==> src/common/pickup_feed_consts.svh <==
// Timing and field constants of the pickup and feed controller.
// Assumes a 100 MHz system clock; included by bare name.
`ifndef PICKUP_FEED_CONSTS_SVH
`define PICKUP_FEED_CONSTS_SVH

// System clock rate in MHz
`define CLK_MHZ 100
// Lifter must reach the stack surface within this time
`define LIFT_TIMEOUT_US 3000
// Pickup solenoid energise time
`define SOL_HOLD_US 60
// Size code per switch setting {upper, middle, lower}, one nibble each
`define SIZE_SW_MAP 32'h76513240
// Sticky status bit positions
`define ST_SW_MISMATCH 0
`define ST_LIFT_FAIL 1
`define ST_CAS_EMPTY 2
`define ST_MAN_EMPTY 3
`define ST_LEN_MISMATCH 4
`define ST_WID_MISMATCH 5
`define ST_WIDTH 6

`endif

==> src/common/pickup_feed_pkg.sv <==
// Types shared by the pickup and feed controller.
// Assumes no other package is needed.
package pickup_feed_pkg;

  // Media size codes; the low eight are the codes the size switch selects
  typedef enum logic [3:0] {
    SIZE_NONE = 4'h0,
    SIZE_A4 = 4'h1,
    SIZE_LETTER = 4'h2,
    SIZE_B5 = 4'h3,
    SIZE_A5 = 4'h4,
    SIZE_EXECUTIVE = 4'h5,
    SIZE_LEGAL = 4'h6,
    SIZE_ENVELOPE = 4'h7,
    SIZE_CUSTOM = 4'h8
  } size_e;

  // Print modes chosen by the formatter
  typedef enum logic [2:0] {
    MODE_AUTO = 3'h0,
    MODE_NORMAL = 3'h1,
    MODE_HEAVY1 = 3'h2,
    MODE_HEAVY2 = 3'h3,
    MODE_LIGHT2 = 3'h4,
    MODE_TRANSPARENCY = 3'h5
  } mode_e;

  // Width sensor classification
  typedef enum logic [1:0] {
    WID_SMALL = 2'h0,
    WID_RIGHT = 2'h1,
    WID_LEFT = 2'h2,
    WID_REGULAR = 2'h3
  } width_e;

endpackage

==> src/verilog/sheet_length_meter.sv <==
// Sheet length meter: counts clock cycles while the top-of-page
// sensor sees media. Assumes the sensor input is synchronous.
`timescale 1ns/1ps

module sheet_length_meter #(
  parameter int LW = 24
) (
  // Clock and reset
  input wire logic i_clk_sys,
  input wire logic i_nrst,
  // Sensor
  input wire logic i_top_sensor,
  // Result
  output logic [LW-1:0] o_length,
  output logic o_done,
  output logic o_busy
);

  logic [LW-1:0] cnt_reg;
  logic [LW-1:0] cnt_next;
  logic top_reg;
  logic done_reg;
  logic [LW-1:0] len_reg;
  wire logic lead_edge;
  wire logic trail_edge;
  wire logic cnt_max;

  // Edges of the sheet at the sensor
  assign lead_edge = i_top_sensor & ~top_reg;
  assign trail_edge = ~i_top_sensor & top_reg;
  assign cnt_max = &cnt_reg;

  // Count from leading edge, saturate on a jam-length sheet
  always_comb begin
    cnt_next = cnt_reg;
    if (lead_edge) begin
      cnt_next = {{(LW-1){1'b0}}, 1'b1};
    end else if (i_top_sensor && !cnt_max) begin
      cnt_next = cnt_reg + {{(LW-1){1'b0}}, 1'b1};
    end
  end

  // Latch the length when the trailing edge leaves
  always_ff @(posedge i_clk_sys or negedge i_nrst) begin
    if (!i_nrst) begin
      cnt_reg <= '0;
      top_reg <= 1'b0;
      done_reg <= 1'b0;
      len_reg <= '0;
    end else begin
      cnt_reg <= cnt_next;
      top_reg <= i_top_sensor;
      done_reg <= trail_edge;
      if (trail_edge) begin
        len_reg <= cnt_reg;
      end
    end
  end

  assign o_length = len_reg;
  assign o_done = done_reg;
  assign o_busy = top_reg;

endmodule

==> src/verilog/media_pickup_feed_control.sv <==
// Pickup and feed control: motor and solenoid sequencing, cassette
// size decode, stack lift, media presence, feed speed, length and
// width checks. Assumes one clock, synchronous sensor inputs and a
// formatter that clears status before its next command.
`timescale 1ns/1ps
`include "pickup_feed_consts.svh"

module media_pickup_feed_control #(
  parameter int DW = 16,
  parameter int LW = 24,
  parameter int LIFT_TIMEOUT_CYC = `LIFT_TIMEOUT_US * `CLK_MHZ,
  parameter int SOL_HOLD_CYC = `SOL_HOLD_US * `CLK_MHZ
) (
  // Clock and reset
  input wire logic i_clk_sys,
  input wire logic i_nrst,
  // Formatter commands
  input wire logic i_cmd_cassette,
  input wire logic i_cmd_manual,
  input wire logic i_abort,
  input wire logic [3:0] i_req_size,
  input wire logic [2:0] i_print_mode,
  input wire logic i_full_speed_req,
  input wire logic i_sleep,
  input wire logic [`ST_WIDTH-1:0] i_status_clr,
  // Configuration
  input wire logic [DW-1:0] i_cas_pick_delay,
  input wire logic [DW-1:0] i_man_pick_delay,
  input wire logic [DW-1:0] i_width_gap,
  input wire logic [LW-1:0] i_long_threshold,
  // Sensors
  input wire logic [2:0] i_size_switch,
  input wire logic i_stack_sensor_1,
  input wire logic i_stack_sensor_2,
  input wire logic i_cas_media,
  input wire logic i_manual_tray_media,
  input wire logic i_top_sensor,
  input wire logic i_width_sensor_a,
  input wire logic i_width_sensor_b,
  // Actuators
  output logic o_feed_motor,
  output logic o_cas_solenoid,
  output logic o_manual_tray_solenoid,
  output logic o_lifter_motor,
  output logic o_full_speed,
  output logic o_speed_undefined,
  // Status to formatter
  output logic [3:0] o_cassette_size,
  output logic [1:0] o_width_class,
  output logic [LW-1:0] o_sheet_length,
  output logic o_length_valid,
  output logic o_busy,
  output logic [`ST_WIDTH-1:0] o_status
);

  typedef enum logic [4:0] {
    P_IDLE = 5'b00001,
    P_DELAY = 5'b00010,
    P_PICK = 5'b00100,
    P_FEED = 5'b01000,
    P_GAP = 5'b10000
  } pick_e;

  typedef enum logic [3:0] {
    L_IDLE = 4'b0001,
    L_LIFT = 4'b0010,
    L_HOLD = 4'b0100,
    L_FAIL = 4'b1000
  } lift_e;

  // Decode the size switch: upper, middle, lower
  function automatic pickup_feed_pkg::size_e size_of(input logic [2:0] sw);
    return pickup_feed_pkg::size_e'(4'(`SIZE_SW_MAP >> {sw, 2'b00}));
  endfunction

  // Large class: A4, letter, legal
  function automatic logic is_large(input logic [3:0] s);
    return (s == pickup_feed_pkg::SIZE_A4) ||
           (s == pickup_feed_pkg::SIZE_LETTER) ||
           (s == pickup_feed_pkg::SIZE_LEGAL);
  endfunction

  // Sizes that carry a length and width class
  function automatic logic is_classed(input logic [3:0] s);
    return (s != pickup_feed_pkg::SIZE_NONE) &&
           (s != pickup_feed_pkg::SIZE_CUSTOM);
  endfunction

  pick_e pick_reg;
  pick_e pick_next;
  lift_e lift_reg;
  lift_e lift_next;
  logic [DW:0] tmr_reg;
  logic [DW:0] tmr_next;
  logic [31:0] lift_cnt_reg;
  logic src_cas_reg;
  logic [3:0] size_reg;
  logic [3:0] req_reg;
  logic [1:0] wid_reg;
  logic full_reg;
  logic undef_reg;
  logic present_reg;
  logic boot_reg;
  logic [`ST_WIDTH-1:0] st_reg;
  logic [`ST_WIDTH-1:0] st_set;
  logic [LW-1:0] len_w;
  logic len_done;
  logic len_busy;

  wire pickup_feed_pkg::size_e sw_size;
  wire logic cmd_ok;
  wire logic start_cas;
  wire logic start_man;
  wire logic tmr_zero;
  wire logic [DW:0] gap_cycles;
  wire logic [1:0] wid_now;
  wire logic lift_start;
  wire logic lift_to;
  wire logic len_long;
  wire logic wid_large;
  wire logic wid_classed;
  wire logic mode_full_ok;
  wire logic mode_auto;

  sheet_length_meter #(
    .LW(LW)
  ) u_len (
    .i_clk_sys(i_clk_sys),
    .i_nrst(i_nrst),
    .i_top_sensor(i_top_sensor),
    .o_length(len_w),
    .o_done(len_done),
    .o_busy(len_busy)
  );

  // Switch decode and command acceptance
  assign sw_size = size_of(i_size_switch);
  assign cmd_ok = (pick_reg == P_IDLE) && (st_reg == '0);
  assign start_cas = cmd_ok && i_cmd_cassette;
  assign start_man = cmd_ok && i_cmd_manual && !i_cmd_cassette;
  assign tmr_zero = (tmr_reg == '0);

  // Width sensors: a is sensor 1, b is sensor 2
  assign wid_now = {i_width_sensor_a, i_width_sensor_b};
  assign wid_large = (wid_reg == pickup_feed_pkg::WID_REGULAR);
  assign wid_classed = (wid_reg == pickup_feed_pkg::WID_REGULAR) ||
                       (wid_reg == pickup_feed_pkg::WID_SMALL);

  // Gap before the next pickup grows off the regular width
  assign gap_cycles = (wid_reg == pickup_feed_pkg::WID_REGULAR) ? '0 :
                      (wid_reg == pickup_feed_pkg::WID_SMALL) ?
                      {1'b0, i_width_gap} : {i_width_gap, 1'b0};

  // Pickup sequencer
  always_comb begin
    pick_next = pick_reg;
    tmr_next = tmr_reg;
    if (!tmr_zero) begin
      tmr_next = tmr_reg - {{DW{1'b0}}, 1'b1};
    end
    unique case (pick_reg)
      P_IDLE: begin
        if (start_cas) begin
          pick_next = P_DELAY;
          tmr_next = {1'b0, i_cas_pick_delay};
        end else if (start_man) begin
          pick_next = P_DELAY;
          tmr_next = {1'b0, i_man_pick_delay};
        end
      end
      P_DELAY: begin
        if (tmr_zero) begin
          pick_next = P_PICK;
          tmr_next = (DW+1)'(SOL_HOLD_CYC - 1);
        end
      end
      P_PICK: begin
        if (tmr_zero) begin
          pick_next = P_FEED;
        end
      end
      P_FEED: begin
        if (len_done) begin
          pick_next = P_GAP;
          tmr_next = gap_cycles;
        end
      end
      P_GAP: begin
        if (tmr_zero) begin
          pick_next = P_IDLE;
        end
      end
    endcase
    if (i_abort) begin
      pick_next = P_IDLE;
      tmr_next = '0;
    end
  end

  always_ff @(posedge i_clk_sys or negedge i_nrst) begin
    if (!i_nrst) begin
      pick_reg <= P_IDLE;
      tmr_reg <= '0;
    end else begin
      pick_reg <= pick_next;
      tmr_reg <= tmr_next;
    end
  end

  // Job attributes captured at command time
  always_ff @(posedge i_clk_sys or negedge i_nrst) begin
    if (!i_nrst) begin
      src_cas_reg <= 1'b0;
      req_reg <= '0;
      full_reg <= 1'b0;
      undef_reg <= 1'b0;
    end else if (start_cas || start_man) begin
      src_cas_reg <= start_cas;
      req_reg <= i_req_size;
      full_reg <= i_full_speed_req && mode_full_ok;
      undef_reg <= mode_auto;
    end
  end

  // Speed table: full only for large sizes in permitted modes
  assign mode_auto = (i_print_mode == pickup_feed_pkg::MODE_AUTO);
  assign mode_full_ok = is_large(i_req_size) &&
    ((i_print_mode == pickup_feed_pkg::MODE_NORMAL) ||
     (i_print_mode == pickup_feed_pkg::MODE_HEAVY1) ||
     (i_print_mode == pickup_feed_pkg::MODE_LIGHT2));

  // Lift triggers: boot, cassette inserted
  assign lift_start = boot_reg || (sw_size != pickup_feed_pkg::SIZE_NONE &&
                                   !present_reg);
  assign lift_to = (lift_cnt_reg >= 32'(LIFT_TIMEOUT_CYC));

  // Stack lift sequencer
  always_comb begin
    lift_next = lift_reg;
    unique case (lift_reg)
      L_IDLE: begin
        if (lift_start && sw_size != pickup_feed_pkg::SIZE_NONE) begin
          lift_next = L_LIFT;
        end
      end
      L_LIFT: begin
        if (i_stack_sensor_2) begin
          lift_next = L_HOLD;
        end else if (lift_to) begin
          lift_next = i_stack_sensor_1 ? L_HOLD : L_FAIL;
        end
      end
      L_HOLD: begin
        if (!i_stack_sensor_1) begin
          lift_next = L_LIFT;
        end
      end
      L_FAIL: begin
        if (i_status_clr[`ST_LIFT_FAIL]) begin
          lift_next = L_IDLE;
        end
      end
    endcase
    if (sw_size == pickup_feed_pkg::SIZE_NONE) begin
      lift_next = (lift_reg == L_FAIL) ? L_FAIL : L_IDLE;
    end
  end

  // Lift timer restarts on each motor start
  always_ff @(posedge i_clk_sys or negedge i_nrst) begin
    if (!i_nrst) begin
      lift_reg <= L_IDLE;
      lift_cnt_reg <= '0;
      boot_reg <= 1'b1;
      present_reg <= 1'b0;
    end else begin
      lift_reg <= lift_next;
      boot_reg <= 1'b0;
      present_reg <= (sw_size != pickup_feed_pkg::SIZE_NONE);
      if (lift_next == L_LIFT && lift_reg != L_LIFT) begin
        lift_cnt_reg <= '0;
      end else if (lift_reg == L_LIFT && !lift_to) begin
        lift_cnt_reg <= lift_cnt_reg + 32'h00000001;
      end
    end
  end

  // Length class from measured time
  assign len_long = (len_w >= i_long_threshold);

  // Fault and mismatch events
  always_comb begin
    st_set = '0;
    st_set[`ST_SW_MISMATCH] = start_cas && (i_req_size != 4'(sw_size));
    st_set[`ST_LIFT_FAIL] = (lift_reg == L_LIFT) && lift_to &&
                            !i_stack_sensor_2 && !i_stack_sensor_1;
    st_set[`ST_CAS_EMPTY] = !i_sleep && !i_cas_media;
    st_set[`ST_MAN_EMPTY] = !i_sleep && !i_manual_tray_media;
    st_set[`ST_LEN_MISMATCH] = len_done && (pick_reg == P_FEED) &&
      ((is_classed(req_reg) && (len_long != is_large(req_reg))) ||
       (src_cas_reg && is_classed(4'(sw_size)) &&
        (len_long != is_large(4'(sw_size)))));
    st_set[`ST_WID_MISMATCH] = len_done && (pick_reg == P_FEED) && wid_classed &&
      ((is_classed(req_reg) && (wid_large != is_large(req_reg))) ||
       (src_cas_reg && is_classed(4'(sw_size)) &&
        (wid_large != is_large(4'(sw_size)))));
  end

  // Sticky status: a new event beats a clear in the same cycle
  always_ff @(posedge i_clk_sys or negedge i_nrst) begin
    if (!i_nrst) begin
      st_reg <= '0;
    end else begin
      st_reg <= (st_reg & ~i_status_clr) | st_set;
    end
  end

  // Width sample while the sheet covers the top sensor
  always_ff @(posedge i_clk_sys or negedge i_nrst) begin
    if (!i_nrst) begin
      wid_reg <= pickup_feed_pkg::WID_REGULAR;
      size_reg <= '0;
    end else begin
      size_reg <= 4'(sw_size);
      if (i_top_sensor && len_busy) begin
        wid_reg <= wid_now;
      end
    end
  end

  // Actuator drive
  assign o_feed_motor = (pick_reg != P_IDLE) && (pick_reg != P_GAP);
  assign o_cas_solenoid = (pick_reg == P_PICK) && src_cas_reg;
  assign o_manual_tray_solenoid = (pick_reg == P_PICK) && !src_cas_reg;
  assign o_lifter_motor = (lift_reg == L_LIFT);
  assign o_full_speed = full_reg;
  assign o_speed_undefined = undef_reg;

  // Status outputs
  assign o_cassette_size = size_reg;
  assign o_width_class = wid_reg;
  assign o_sheet_length = len_w;
  assign o_length_valid = len_done;
  assign o_busy = (pick_reg != P_IDLE);
  assign o_status = st_reg;

endmodule

==> config.mk <==
export PLATFORM = sky130hd
export DESIGN_NAME = media_pickup_feed_control
export DESIGN_NICKNAME = d
export VERILOG_FILES = /design/src/common/pickup_feed_pkg.sv /design/src/verilog/sheet_length_meter.sv /design/src/verilog/media_pickup_feed_control.sv
export VERILOG_INCLUDE_DIRS = /design/src /design/src/common
export SDC_FILE = /design/constraint.sdc
export NUM_CORES = 1
export LEC_CHECK = 0
export BUFFER_PORTS_ARGS = -buffer_cell sky130_fd_sc_hd__buf_2
export CAP_MARGIN = 20
export CORE_MARGIN = 3
export CORE_UTILIZATION = 50
export CTS_CLUSTER_SIZE = 12
export DETAILED_ROUTE_END_ITERATION = 7
export PLACE_DENSITY = 0.72
export SLEW_MARGIN = 20
export SYNTH_ARGS = -nofsm -noshare
export SYNTH_HDL_FRONTEND = slang
export SYNTH_HIERARCHICAL = 1
export SYNTH_SLANG_ARGS = --single-unit
==> constraint.sdc <==
create_clock -name i_clk_sys -period 6.4 [get_ports i_clk_sys]
set_input_delay 1.28 -clock i_clk_sys [delete_from_list [all_inputs] [get_ports i_clk_sys]]
set_output_delay 1.28 -clock i_clk_sys [all_outputs]
set_load 0.1 [all_outputs]
Yosys cells after proc, flatten, opt, wreduce, memory -nomap -nowiden. Index checks and enable logic that the tools add are counted. W data, S select, Z words.

Register bits: 129. Bits of input ports: 102. Word-level logic and storage cells: 164. Output and inout port bits: 44.

Order comparisons: 2. Eq/ne operators: 38. Shift-type cells: 1. Add/subtract/negate cells: 3. Reductions and logical operators: 66. Bitwise gates (word level): 7. Muxes and demuxes: 30.

Operators with widths (number): $mux W17 (8); $mux W32 (2); $pmux W17 S3 (1); $mux W24 (2); $mux W5 (7); $add A32 B1 Y32 const B (1); $ge A32 B19 Y1 const B (1); $logic_and A1 B1 Y1 (32); $mux W4 (8); $shr A31 B5 Y4 const A (1); $pmux W5 S5 (1); $add A24 B1 Y24 const B (1); $ge A24 B24 Y1 (1); $reduce_and A24 Y1 (1); $eq A4 B2 Y1 const B (5); $logic_not A17 Y1 (1); $sub A17 B1 Y17 const B (1); $eq A4 B1 Y1 const B (4); $eq A4 B3 Y1 const B (4); $pmux W4 S4 (1); $logic_or A1 B1 Y1 (13); $ne A4 B4 Y1 const B (3); $logic_not A1 Y1 (10); $ne A3 B3 Y1 const B (3); other kinds (28) (35).

Longest topological paths before layout. Gate-level depths: netlist (run 1).

Depth after elaboration: 11. Depth in mapped cells: 8. Gate-level depth less buffers: 8.

Hierarchy. Netlist (run 1), hierarchy kept.

By module, submodules not included: media_pickup_feed_control (times used 1, sequential area each 1958.1 sq um, cells each 554, area each 5072.4 sq um); sheet_length_meter (times used 1, sequential area each 1251.2 sq um, cells each 207, area each 2328.5 sq um).

Worst setup path before layout (run 1). No wires, ideal clock.

Kind: flip-flop to output port. From: register pick_reg[0]. To: output port o_feed_motor. Path slack: 2.438 ns. Stages on the path, launching flop included: 3. Arrival time: 2.682 ns. Data required time: 5.120 ns. Path buffers: 0. Path through: dfstp_2 -> nor2b_1 -> o21ai_0.

Word-level cells in the longest chain between the ends: 2. Elaborated cells on any way between the ends: 3. Those cells by class: eq/ne: 2; reduce/logical: 1.

RTL lines: start: declaration (RTL line media_pickup_feed_control.sv:89) `pick_e pick_reg;`; start signal: assignment (RTL line media_pickup_feed_control.sv:205) `pick_reg <= pick_next;`; $ne A5 B1 Y1 / $ne A5 B5 Y1 (equally long branches) (RTL line media_pickup_feed_control.sv:332) `assign o_feed_motor = (pick_reg != P_IDLE) && (pick_reg != P_GAP);`; $logic_and A1 B1 Y1 * (RTL line media_pickup_feed_control.sv:332); end: declaration (RTL line media_pickup_feed_control.sv:41) `output logic o_feed_motor,`.

Mark *: on every way between the ends. The rest lies on a longest branch, timed or not.

Worst setup path in the final report (run 1).
From: register lift_reg[2]. To: output port o_lifter_motor.

Word-level cells in the longest chain between the ends: 1.

RTL lines: start: declaration (RTL line media_pickup_feed_control.sv:91) `lift_e lift_reg;`; start signal: assignment (RTL line media_pickup_feed_control.sv:277) `lift_reg <= lift_next;`; $eq A4 B2 Y1 (RTL line media_pickup_feed_control.sv:335) `assign o_lifter_motor = (lift_reg == L_LIFT);`; end: declaration (RTL line media_pickup_feed_control.sv:44) `output logic o_lifter_motor,`.

Every way passes these cells.

==> results of run 1 <==
[power by group]
group,internal (uW),total (uW),switching (uW)
Sequential,912,1030,116
Combinational,379,1040,658
Clock,623,959,336
Total,1910,3020,1110
[synth_stat cells, types with 4 or more instances]
cell type	n	area (um2)
nand4_1	18	113
xor2_1	17	149
o21ai_0	55	275
nand3_1	23	115
nand2b_1	6	37.5
inv_1	52	195
nor4_1	10	62.6
nor2b_1	20	125
nand2_1	46	173
a22o_1	4	35.0
and3_1	11	68.8
clkbuf_1	14	52.6
dfstp_2	5	131
buf_2	10	50.1
dfrtp_1	123	3080
a21o_1	5	37.5
mux2i_1	21	210
mux2_2	33	372
o211ai_1	6	45.0
xnor2_1	8	70.1
o22ai_1	17	106
and2_1	11	68.8
o21ai_1	6	30.0
o31ai_1	15	113
a21oi_1	27	135
ha_1	31	388
nor2_1	46	173
a221oi_1	14	123
or3_1	9	56.3
and4_1	6	52.6
o41ai_1	5	43.8
nor3_1	11	55.1
or4_1	7	52.6
[per-stage QoR]
stage	total power, uW	hold slack, ps	cells	area, um2
3_3_place_gp	2060	461	1062	8260
2_1_floorplan	1830	448	762	7400
6_report	3020	476	1095	8850
5_1_grt	3210	517	1095	8850
4_1_cts	3040	476	1094	8850
3_5_place_dp	2080	461	1062	8260
[logic make-up (layout without fill, tap and decap cells)]
group | after synthesis | after routing | synth area share (%)
adder cells (fa/ha/maj) | 31 | 31 | 5.24
buffers and inverters | 82 | 234 | 4.48
multiplexers | 54 | 54 | 7.86
flip-flops | 128 | 128 | 43.4
AO/OA/AOI/OAI | 192 | 192 | 17.4
XOR/XNOR | 25 | 25 | 2.96
AND/OR/NAND/NOR | 248 | 248 | 18.6
other | 1 | 3 | 0.0507
[cell type report]
cell class | count | area (um2)
multi-input combinational | 552 | 3870
clock inverter | 5 | 75.1
clock buffer | 27 | 513
inverter | 54 | 203
antenna | 1 | 2.50
timing repair buffer | 148 | 753
sequential | 128 | 3210
tap | 180 | 225
fill | 1225 | 5350
[routing by layer]
| layer | vias to the layer above | share of wire (%) | global-route usage, % |
|---|---|---|---|
| met4 | 0 | 3.0 | 9.43 |
| li1 | 3092 | - | - |
| met3 | 39 | 4.7 | 4.58 |
| met1 | 2986 | 44 | 28.5 |
| met2 | 164 | 49 | 38.7 |
| met5 | - | 0 | 0 |
[worst max-delay path: stages (launching register included)]
cell	delay (ps)
dfrtp_1	450
or4_1	630
clkinv_1	130
buf_2	430
[how the worst max path moves through the flow]
stage	slack, ps	cells past startpoint	start	end
4_1_cts	3030	3	lift_reg[2]$_DFF_PN0_	o_lifter_motor
3_5_place_dp	3140	9	i_long_threshold[3]	o_status[4]$_DFF_PN0_
6_report	3050	3	lift_reg[2]$_DFF_PN0_	o_lifter_motor
5_1_grt	2980	4	lift_reg[1]$_DFF_PN0_	o_lifter_motor
3_3_place_gp	3190	8	i_size_switch[1]	lift_cnt_reg[0]$_DFFE_PN0P_
2_1_floorplan	2440	2	pick_reg[0]$_DFFE_PN1P_	o_feed_motor
==> impl_metrics.py, run 1 <==
metrics = {
    "clocking": {
        "ctsResizeCount": 0,
        "numCtsBuffers": 17,
        "cts_tree": "done",
        "postCtsHoldBufs": 0,
        "clock_sinks": 128,
        "clk_pin_slew_ps": 60,
        "h-tree-depth": 4,
        "postCtsSetupBuffers": 0,
        "insertion_delay_ps": 430,
        "cts-root-buf": "clkbuf_16",
        "cts_max_path_buffers": 2,
    },
    "drt": {
        "avgRoutedWirePerCell_um": 16.6,
        "vias": 6281,
        "dr.pass1.iters": 5,
        "first_iter_violations": 272,
        "drt-vias-per-instance": 5.74,
        "wl_um": 18100,
        "drtAntennaViolNets": 0,
        "drc": 0,
    },
    "synthesis": {
        "synthesis.area_mm2": 0.00740,
        "synthFlopType": "dfrtp_1",
        "synthArstFlopShare_pct": 100,
        "synth_cells": 761,
        "yosysSeqAreaShare_pct": 43.4,
        "syn_area_per_cell_um2": 9.73,
        "ys_seq_elements": 128,
        "ys_types": 75,
        "yosys_warnings": 6,
        "synth_edf_count": 0,
    },
    "timing": {
        "min_period_ps": 3350,
        "slew_headroom_pct": 33.2,
        "period_share_pct": 52.4,
        "setup_viol": 0,
        "tightest_slew_ps": 997,
        "slew_violations": 0,
        "rsz0062_at_grt": "no",
        "final_hold_viol_count": 0,
        "fmax_mhz": 298,
        "setup_slack_ps": 3050,
        "tns_ps": 0,
        "clock-skew-final_ps": 8.73,
    },
    "layout": {
        "finish.utilization_pct": 62.3,
        "area_growth_pct": 19.6,
        "nets": 1034,
        "drive_gt1_share_pct": 25.3,
        "layout_common_cells": "buf_2, dfrtp_1, o21ai_0",
        "largest_reg_flops": 32,
        "final_common_cell": "buf_2",
    },
    "worst_hold_path": {
        "holdPathStages": 2,
        "hold_start": "o_speed_undefined$_DFFE_PN0P_",
        "hold_path_class": "reg2reg",
        "worstHoldEndpoint": "o_speed_undefined$_DFFE_PN0P_",
    },
    "setup_path": {
        "crit_required_ps": 5120,
        "worst_setup_path_end_kind": "primary output",
        "critPathKind": "reg2out",
        "cp_max_fo": 6,
        "rr_startpoint": "o_status[1]$_DFF_PN0_",
        "startpoint_type": "flop",
        "r2r_slack_ps": 3730,
        "crit_arrival_ps": 2070,
        "r2r_end": "tmr_reg[0]$_DFF_PN0_",
        "r2r_cells": 6,
    },
    "placement": {
        "gp_congestion": 0.895,
        "dp_worst_setup_slack_ps": 3140,
        "port_buffers": 144,
        "detailed_place_hpwl_um": 13500,
    },
    "run_status": {
        "status": "finished clean",
    },
    "global_routing": {
        "antenna_found_initial": 1,
        "track_usage_pct": 22.8,
        "grt_pass1_wl_um": 29800,
        "grt-ovfl-total": 0,
        "grt_max_degree": 76,
        "grt_pass1_vias": 6113,
    },
    "power": {
        "vdd_drop_max_v": 0.000190,
        "power_density_mw_per_mm2": 342,
        "p_leak_uw": 0.00427,
    },
    "floorplanning": {
        "die-area_mm2": 0.0163,
        "start_util_pct": 52.1,
        "core_area_mm2": 0.0142,
        "die_w_um": 128,
        "die_h_um": 128,
        "io_pins": 146,
        "rows": 43,
    },
    "flow_run": {
        "maxCapViolations": 0,
    },
}
Note: power is estimated with default switching activity, not from simulation.
==> run 2, diff against run 1 <==
==> constraint.sdc (replaced) <==
create_clock -name i_clk_sys -period 3.25 [get_ports i_clk_sys]
set_input_delay 0.65 -clock i_clk_sys [delete_from_list [all_inputs] [get_ports i_clk_sys]]
set_output_delay 0.65 -clock i_clk_sys [all_outputs]
set_load 0.1 [all_outputs]
==> run 2 against run 1 <==
  * Clock skew fell by 1.9 ps
  * Non-clock buffer count increased by 8
  * Critical endpoint unchanged
  * Largest cell class unchanged
  * Worst hold slack worse by 220 ps
==> impl_metrics.py, run 2 (synthesis gave the netlist of run 1 again) <==
metrics = {
    "layout": {
        "finish.utilization_pct": 63.3,
        "largest_reg_flops": 32,
        "stdcell_count": 1103,
        "stdcell_area_mm2": 0.00899,
        "nFillCells": 1178,
        "nets": 1042,
        "final_common_cell": "buf_2",
        "layout_common_cells": "buf_2, dfrtp_1, o21ai_0",
        "multi_input_area_mm2": 0.00387,
        "ff_latch_area_mm2": 0.00321,
        "drive_gt1_share_pct": 26.1,
        "area_growth_pct": 21.4,
    },
    "drt": {
        "vias": 6363,
        "drt-vias-per-instance": 5.77,
        "wl_um": 18300,
        "avgRoutedWirePerCell_um": 16.6,
        "drc": 0,
        "first_iter_violations": 516,
        "dr.pass1.iters": 7,
        "drtAntennaViolNets": 0,
    },
    "clocking": {
        "cts-root-buf": "clkbuf_16",
        "numCtsBuffers": 17,
        "h-tree-depth": 4,
        "cts_max_path_buffers": 2,
        "insertion_delay_ps": 420,
        "clock_sinks": 128,
        "ctsResizeCount": 0,
        "postCtsHoldBufs": 0,
        "postCtsSetupBuffers": 0,
        "cts_tree": "done",
        "clk_pin_slew_ps": 50,
    },
    "power": {
        "total_power_uw": 6190,
        "p_leak_uw": 0.00434,
        "power_density_mw_per_mm2": 688,
        "vdd_drop_max_v": 0.000335,
    },
    "setup_path": {
        "cp-startpoint": "lift_reg[2]$_DFF_PN0_",
        "crit_required_ps": 2600,
        "cp_max_fo": 6,
        "worst_setup_path_end_kind": "primary output",
        "crit_arrival_ps": 2070,
        "startpoint_type": "flop",
        "critPathKind": "reg2out",
        "rr_startpoint": "tmr_reg[10]$_DFF_PN0_",
    },
    "timing": {
        "fmax_mhz": 368,
        "tns_ps": 0,
        "period_share_pct": 83.7,
        "slew_violations": 0,
        "setup_viol": 0,
        "final_hold_viol_count": 0,
        "clock-skew-final_ps": 6.83,
        "rsz0062_at_grt": "no",
        "min_period_ps": 2720,
        "tightest_slew_ps": 960,
        "slew_headroom_pct": 36.0,
    },
    "floorplanning": {
        "rows": 43,
        "io_pins": 146,
        "start_util_pct": 52.1,
        "die-area_mm2": 0.0163,
        "die_h_um": 128,
        "die_w_um": 128,
        "core_area_mm2": 0.0142,
    },
    "run_status": {
        "status": "finished clean",
    },
    "flow_run": {
        "maxCapViolations": 0,
    },
    "global_routing": {
        "grt_pass1_wl_um": 30400,
        "grt_max_degree": 58,
        "track_usage_pct": 23.1,
        "antenna_found_initial": 1,
        "grt-ovfl-total": 0,
        "grt_pass1_vias": 6206,
    },
    "placement": {
        "detailed_place_hpwl_um": 13600,
        "dp_cells": 1070,
        "gp_congestion": 0.856,
        "port_buffers": 144,
        "place_area_mm2": 0.00835,
    },
    "worst_hold_path": {
        "hold_path_class": "in2async",
    },
}
[run 2: per-stage QoR]
stage / hold slack (ps) / worst slack (ps)
after floorplan: 354 / 604
after global placement: 460 / 667
after detailed placement: 465 / 593
after CTS: 268 / 502
after global routing: 286 / 427
final: 254 / 529
[run 2: report_power, final]
| part | total, uW | internal [uW] | switching, uW |
|---|---|---|---|
| combinational | 2100 | 776 | 1320 |
| sequential | 2020 | 1790 | 224 |
| clock | 2070 | 1380 | 694 |
| total | 6190 | 3950 | 2240 |
[run 2: cell type report]
cell class | count | share of cell area, %
Antenna cell | 1 | 0.0278
Clock buffer | 21 | 5.01
Clock inverter | 11 | 2.07
Inverter | 54 | 2.26
Multi-Input combinational cell | 552 | 43.1
Sequential cell | 128 | 35.7
Tap cell | 180 | 2.51
Timing Repair Buffer | 156 | 9.33
[run 2: final timing paths]
path                                             endpoint  slack, ps  cells after the start
max                                        o_lifter_motor        530                      3
min                        u_len/o_length[16]$_DFFE_PN0P_        250                      1
max reg2reg                          tmr_reg[0]$_DFF_PN0_        700                      7
min reg2reg                 o_speed_undefined$_DFFE_PN0P_        480                      2
max in group asynchronous         pick_reg[0]$_DFFE_PN1P_       2170                      2
min in group i_clk_sys              o_status[2]$_DFF_PN0_        410                      2
[run 2: critical path, stage by stage, from the launching register on]
cell and delay (ps):
dfrtp_1 450, or4_1 630, clkinv_1 140, buf_2 440
[run 2: layer usage]
metal / GRT usage (%) / vias to the layer above / wire length (um)
met5: 0 / - / 0
met4: 7.37 / 0 / 403
met3: 4.88 / 25 / 1050
met2: 37.9 / 207 / 8810
met1: 30.7 / 3013 / 8080
li1: - / 3118 / -
==> run 3, diff against run 2 <==
--- a/config.mk
+++ b/config.mk
@@ -12,7 +12,7 @@
 export CORE_UTILIZATION = 50
 export CTS_CLUSTER_SIZE = 12
 export DETAILED_ROUTE_END_ITERATION = 7
-export PLACE_DENSITY = 0.72
+export PLACE_DENSITY = 0.75
 export SLEW_MARGIN = 20
 export SYNTH_ARGS = -nofsm -noshare
 export SYNTH_HDL_FRONTEND = slang
==> constraint.sdc (replaced) <==
create_clock -name i_clk_sys -period 2.3 [get_ports i_clk_sys]
set_input_delay 0.46 -clock i_clk_sys [delete_from_list [all_inputs] [get_ports i_clk_sys]]
set_output_delay 0.46 -clock i_clk_sys [all_outputs]
set_load 0.1 [all_outputs]
==> run 3 against run 2 <==
  * Worst setup slack lost 500 ps
  * Critical endpoint is now tmr_reg[9]$_DFF_PN0_
  * Combinational power up 65%
  * Design area is 4.9% higher
  * Via count rose by 4.4%
==> impl_metrics.py, run 3 (synthesis gave the netlist of run 1 again) <==
metrics = {
    "run_status": {
        "status": "finished clean",
    },
    "power": {
        "p_leak_uw": 0.00448,
        "vdd_drop_max_v": 0.000488,
        "power_density_mw_per_mm2": 953,
        "total_power_uw": 8980,
    },
    "timing": {
        "min_period_ps": 2270,
        "final_hold_viol_count": 0,
        "slew_violations": 0,
        "tightest_slew_ps": 680,
        "setup_slack_ps": 26.4,
        "rsz0062_at_grt": "yes",
        "fmax_mhz": 440,
        "slew_headroom_pct": 54.7,
        "clock-skew-final_ps": 8.02,
        "period_share_pct": 98.9,
        "setup_viol": 0,
    },
    "global_routing": {
        "antenna_found_initial": 0,
        "grt_max_degree": 50,
        "grt_pass1_vias": 6401,
        "track_usage_pct": 23.9,
        "grt-ovfl-total": 0,
        "grt_pass1_wl_um": 31400,
    },
    "worst_hold_path": {
        "hold_path_class": "in2async",
    },
    "setup_path": {
        "cp_max_fo": 5,
        "crit_required_ps": 2630,
        "critPathSlowestCell": "or4_4",
        "r2r_cells": 6,
        "cp_top_family": "simple AND/OR/NAND/NOR gates",
        "max_stage_delay_ps": 580,
        "startpoint_type": "flop",
        "critPathKind": "reg2reg",
        "crit_arrival_ps": 2600,
        "crit_buf_inv": 0,
        "cpMostUsedCell": "or4_4",
        "cp_cell_sequence": "or4_4 -> or4_4 -> o311ai_4 -> o31ai_1 -> a21o_1 -> a21oi_2",
        "worst_setup_path_end_kind": "flop",
        "critical_path_depth": 6,
    },
    "layout": {
        "ff_latch_area_mm2": 0.00326,
        "final_common_cell": "buf_2",
        "nFillCells": 1152,
        "drive_gt1_share_pct": 34.3,
        "area_growth_pct": 27.4,
        "stdcell_count": 1140,
        "largest_reg_flops": 32,
        "nets": 1080,
        "multi_input_area_mm2": 0.00399,
        "diodes": 0,
        "layout_common_cells": "buf_2, dfrtp_1, o21ai_0",
    },
    "drt": {
        "wl_um": 19300,
        "drtAntennaViolNets": 0,
        "avgRoutedWirePerCell_um": 17.0,
        "drt-vias-per-instance": 5.82,
        "drc": 0,
        "first_iter_violations": 421,
        "vias": 6640,
        "dr.pass1.iters": 5,
    },
    "placement": {
        "dp_cells": 1108,
        "dp_worst_setup_slack_ps": -185,
        "gp_congestion": 0.906,
        "detailed_place_hpwl_um": 14600,
        "port_buffers": 144,
    },
    "clocking": {
        "h-tree-depth": 4,
        "insertion_delay_ps": 410,
        "postCtsHoldBufs": 0,
        "postCtsSetupBuffers": 0,
        "numCtsBuffers": 17,
        "cts_max_path_buffers": 2,
        "cts-root-buf": "clkbuf_16",
        "clock_sinks": 128,
        "clk_pin_slew_ps": 60,
        "cts_tree": "done",
    },
    "floorplanning": {
        "rows": 43,
        "die_h_um": 128,
        "core_area_mm2": 0.0142,
        "die_w_um": 128,
        "die-area_mm2": 0.0163,
        "start_util_pct": 52.1,
        "io_pins": 146,
    },
    "flow_run": {
        "maxCapViolations": 0,
    },
}
-- run 3: worst paths after layout --
check,from,end,slack (ps)
min in group i_clk_sys,i_status_clr[3],o_status[3]$_DFF_PN0_,220
setup / recovery,tmr_reg[10]$_DFF_PN0_,tmr_reg[9]$_DFF_PN0_,30
setup reg to reg,tmr_reg[10]$_DFF_PN0_,tmr_reg[9]$_DFF_PN0_,30
max in group asynchronous,i_nrst,boot_reg$_DFF_PN1_,1510
hold reg to reg,o_full_speed$_DFFE_PN0P_,o_full_speed$_DFFE_PN0P_,480
hold / removal,i_nrst,lift_cnt_reg[3]$_DFFE_PN0P_,90
-- run 3: final cells by class --
| cell class | count | area share [%] |
|---|---|---|
| multi-input combinational | 552 | 42.3 |
| sequential | 128 | 34.6 |
| timing repair buffer | 194 | 12.3 |
| clock buffer | 22 | 5.14 |
| tap | 180 | 2.39 |
| inverter | 54 | 2.16 |
| clock inverter | 10 | 1.17 |
-- run 3: per-layer routing --
metal	vias up	share of wire (%)	GRT usage (%)
met5	-	0	0
met4	0	2.1	8.36
met3	33	5.0	4.42
met2	192	51	42.1
met1	3213	42	29.6
li1	3202	-	-
-- run 3: through the flow --
step           setup TNS [ps]  utilization [%]  hold slack, ps  cell area [um2]
3_5_place_dp             -185             61.3             467             8710
6_report                    0             66.4            87.4             9430
3_3_place_gp            -40.1             61.3             460             8710
5_1_grt                 -97.1             66.4             120             9430
4_1_cts                 -2.68             65.6            99.5             9310
2_1_floorplan            -302                -             164             7450
-- run 3: repair_timing --
item                                    CTS  global route
pin swaps                                 0             8
endpoints found under the setup margin    2            28
resized for setup                         3            23
-- run 3: where the power goes --
part | switching [uW] | internal, uW | leakage, uW
registers | 311 | 2550 | 0.00167
logic | 2020 | 1440 | 0.00253
clock network | 969 | 1700 | 0.000284
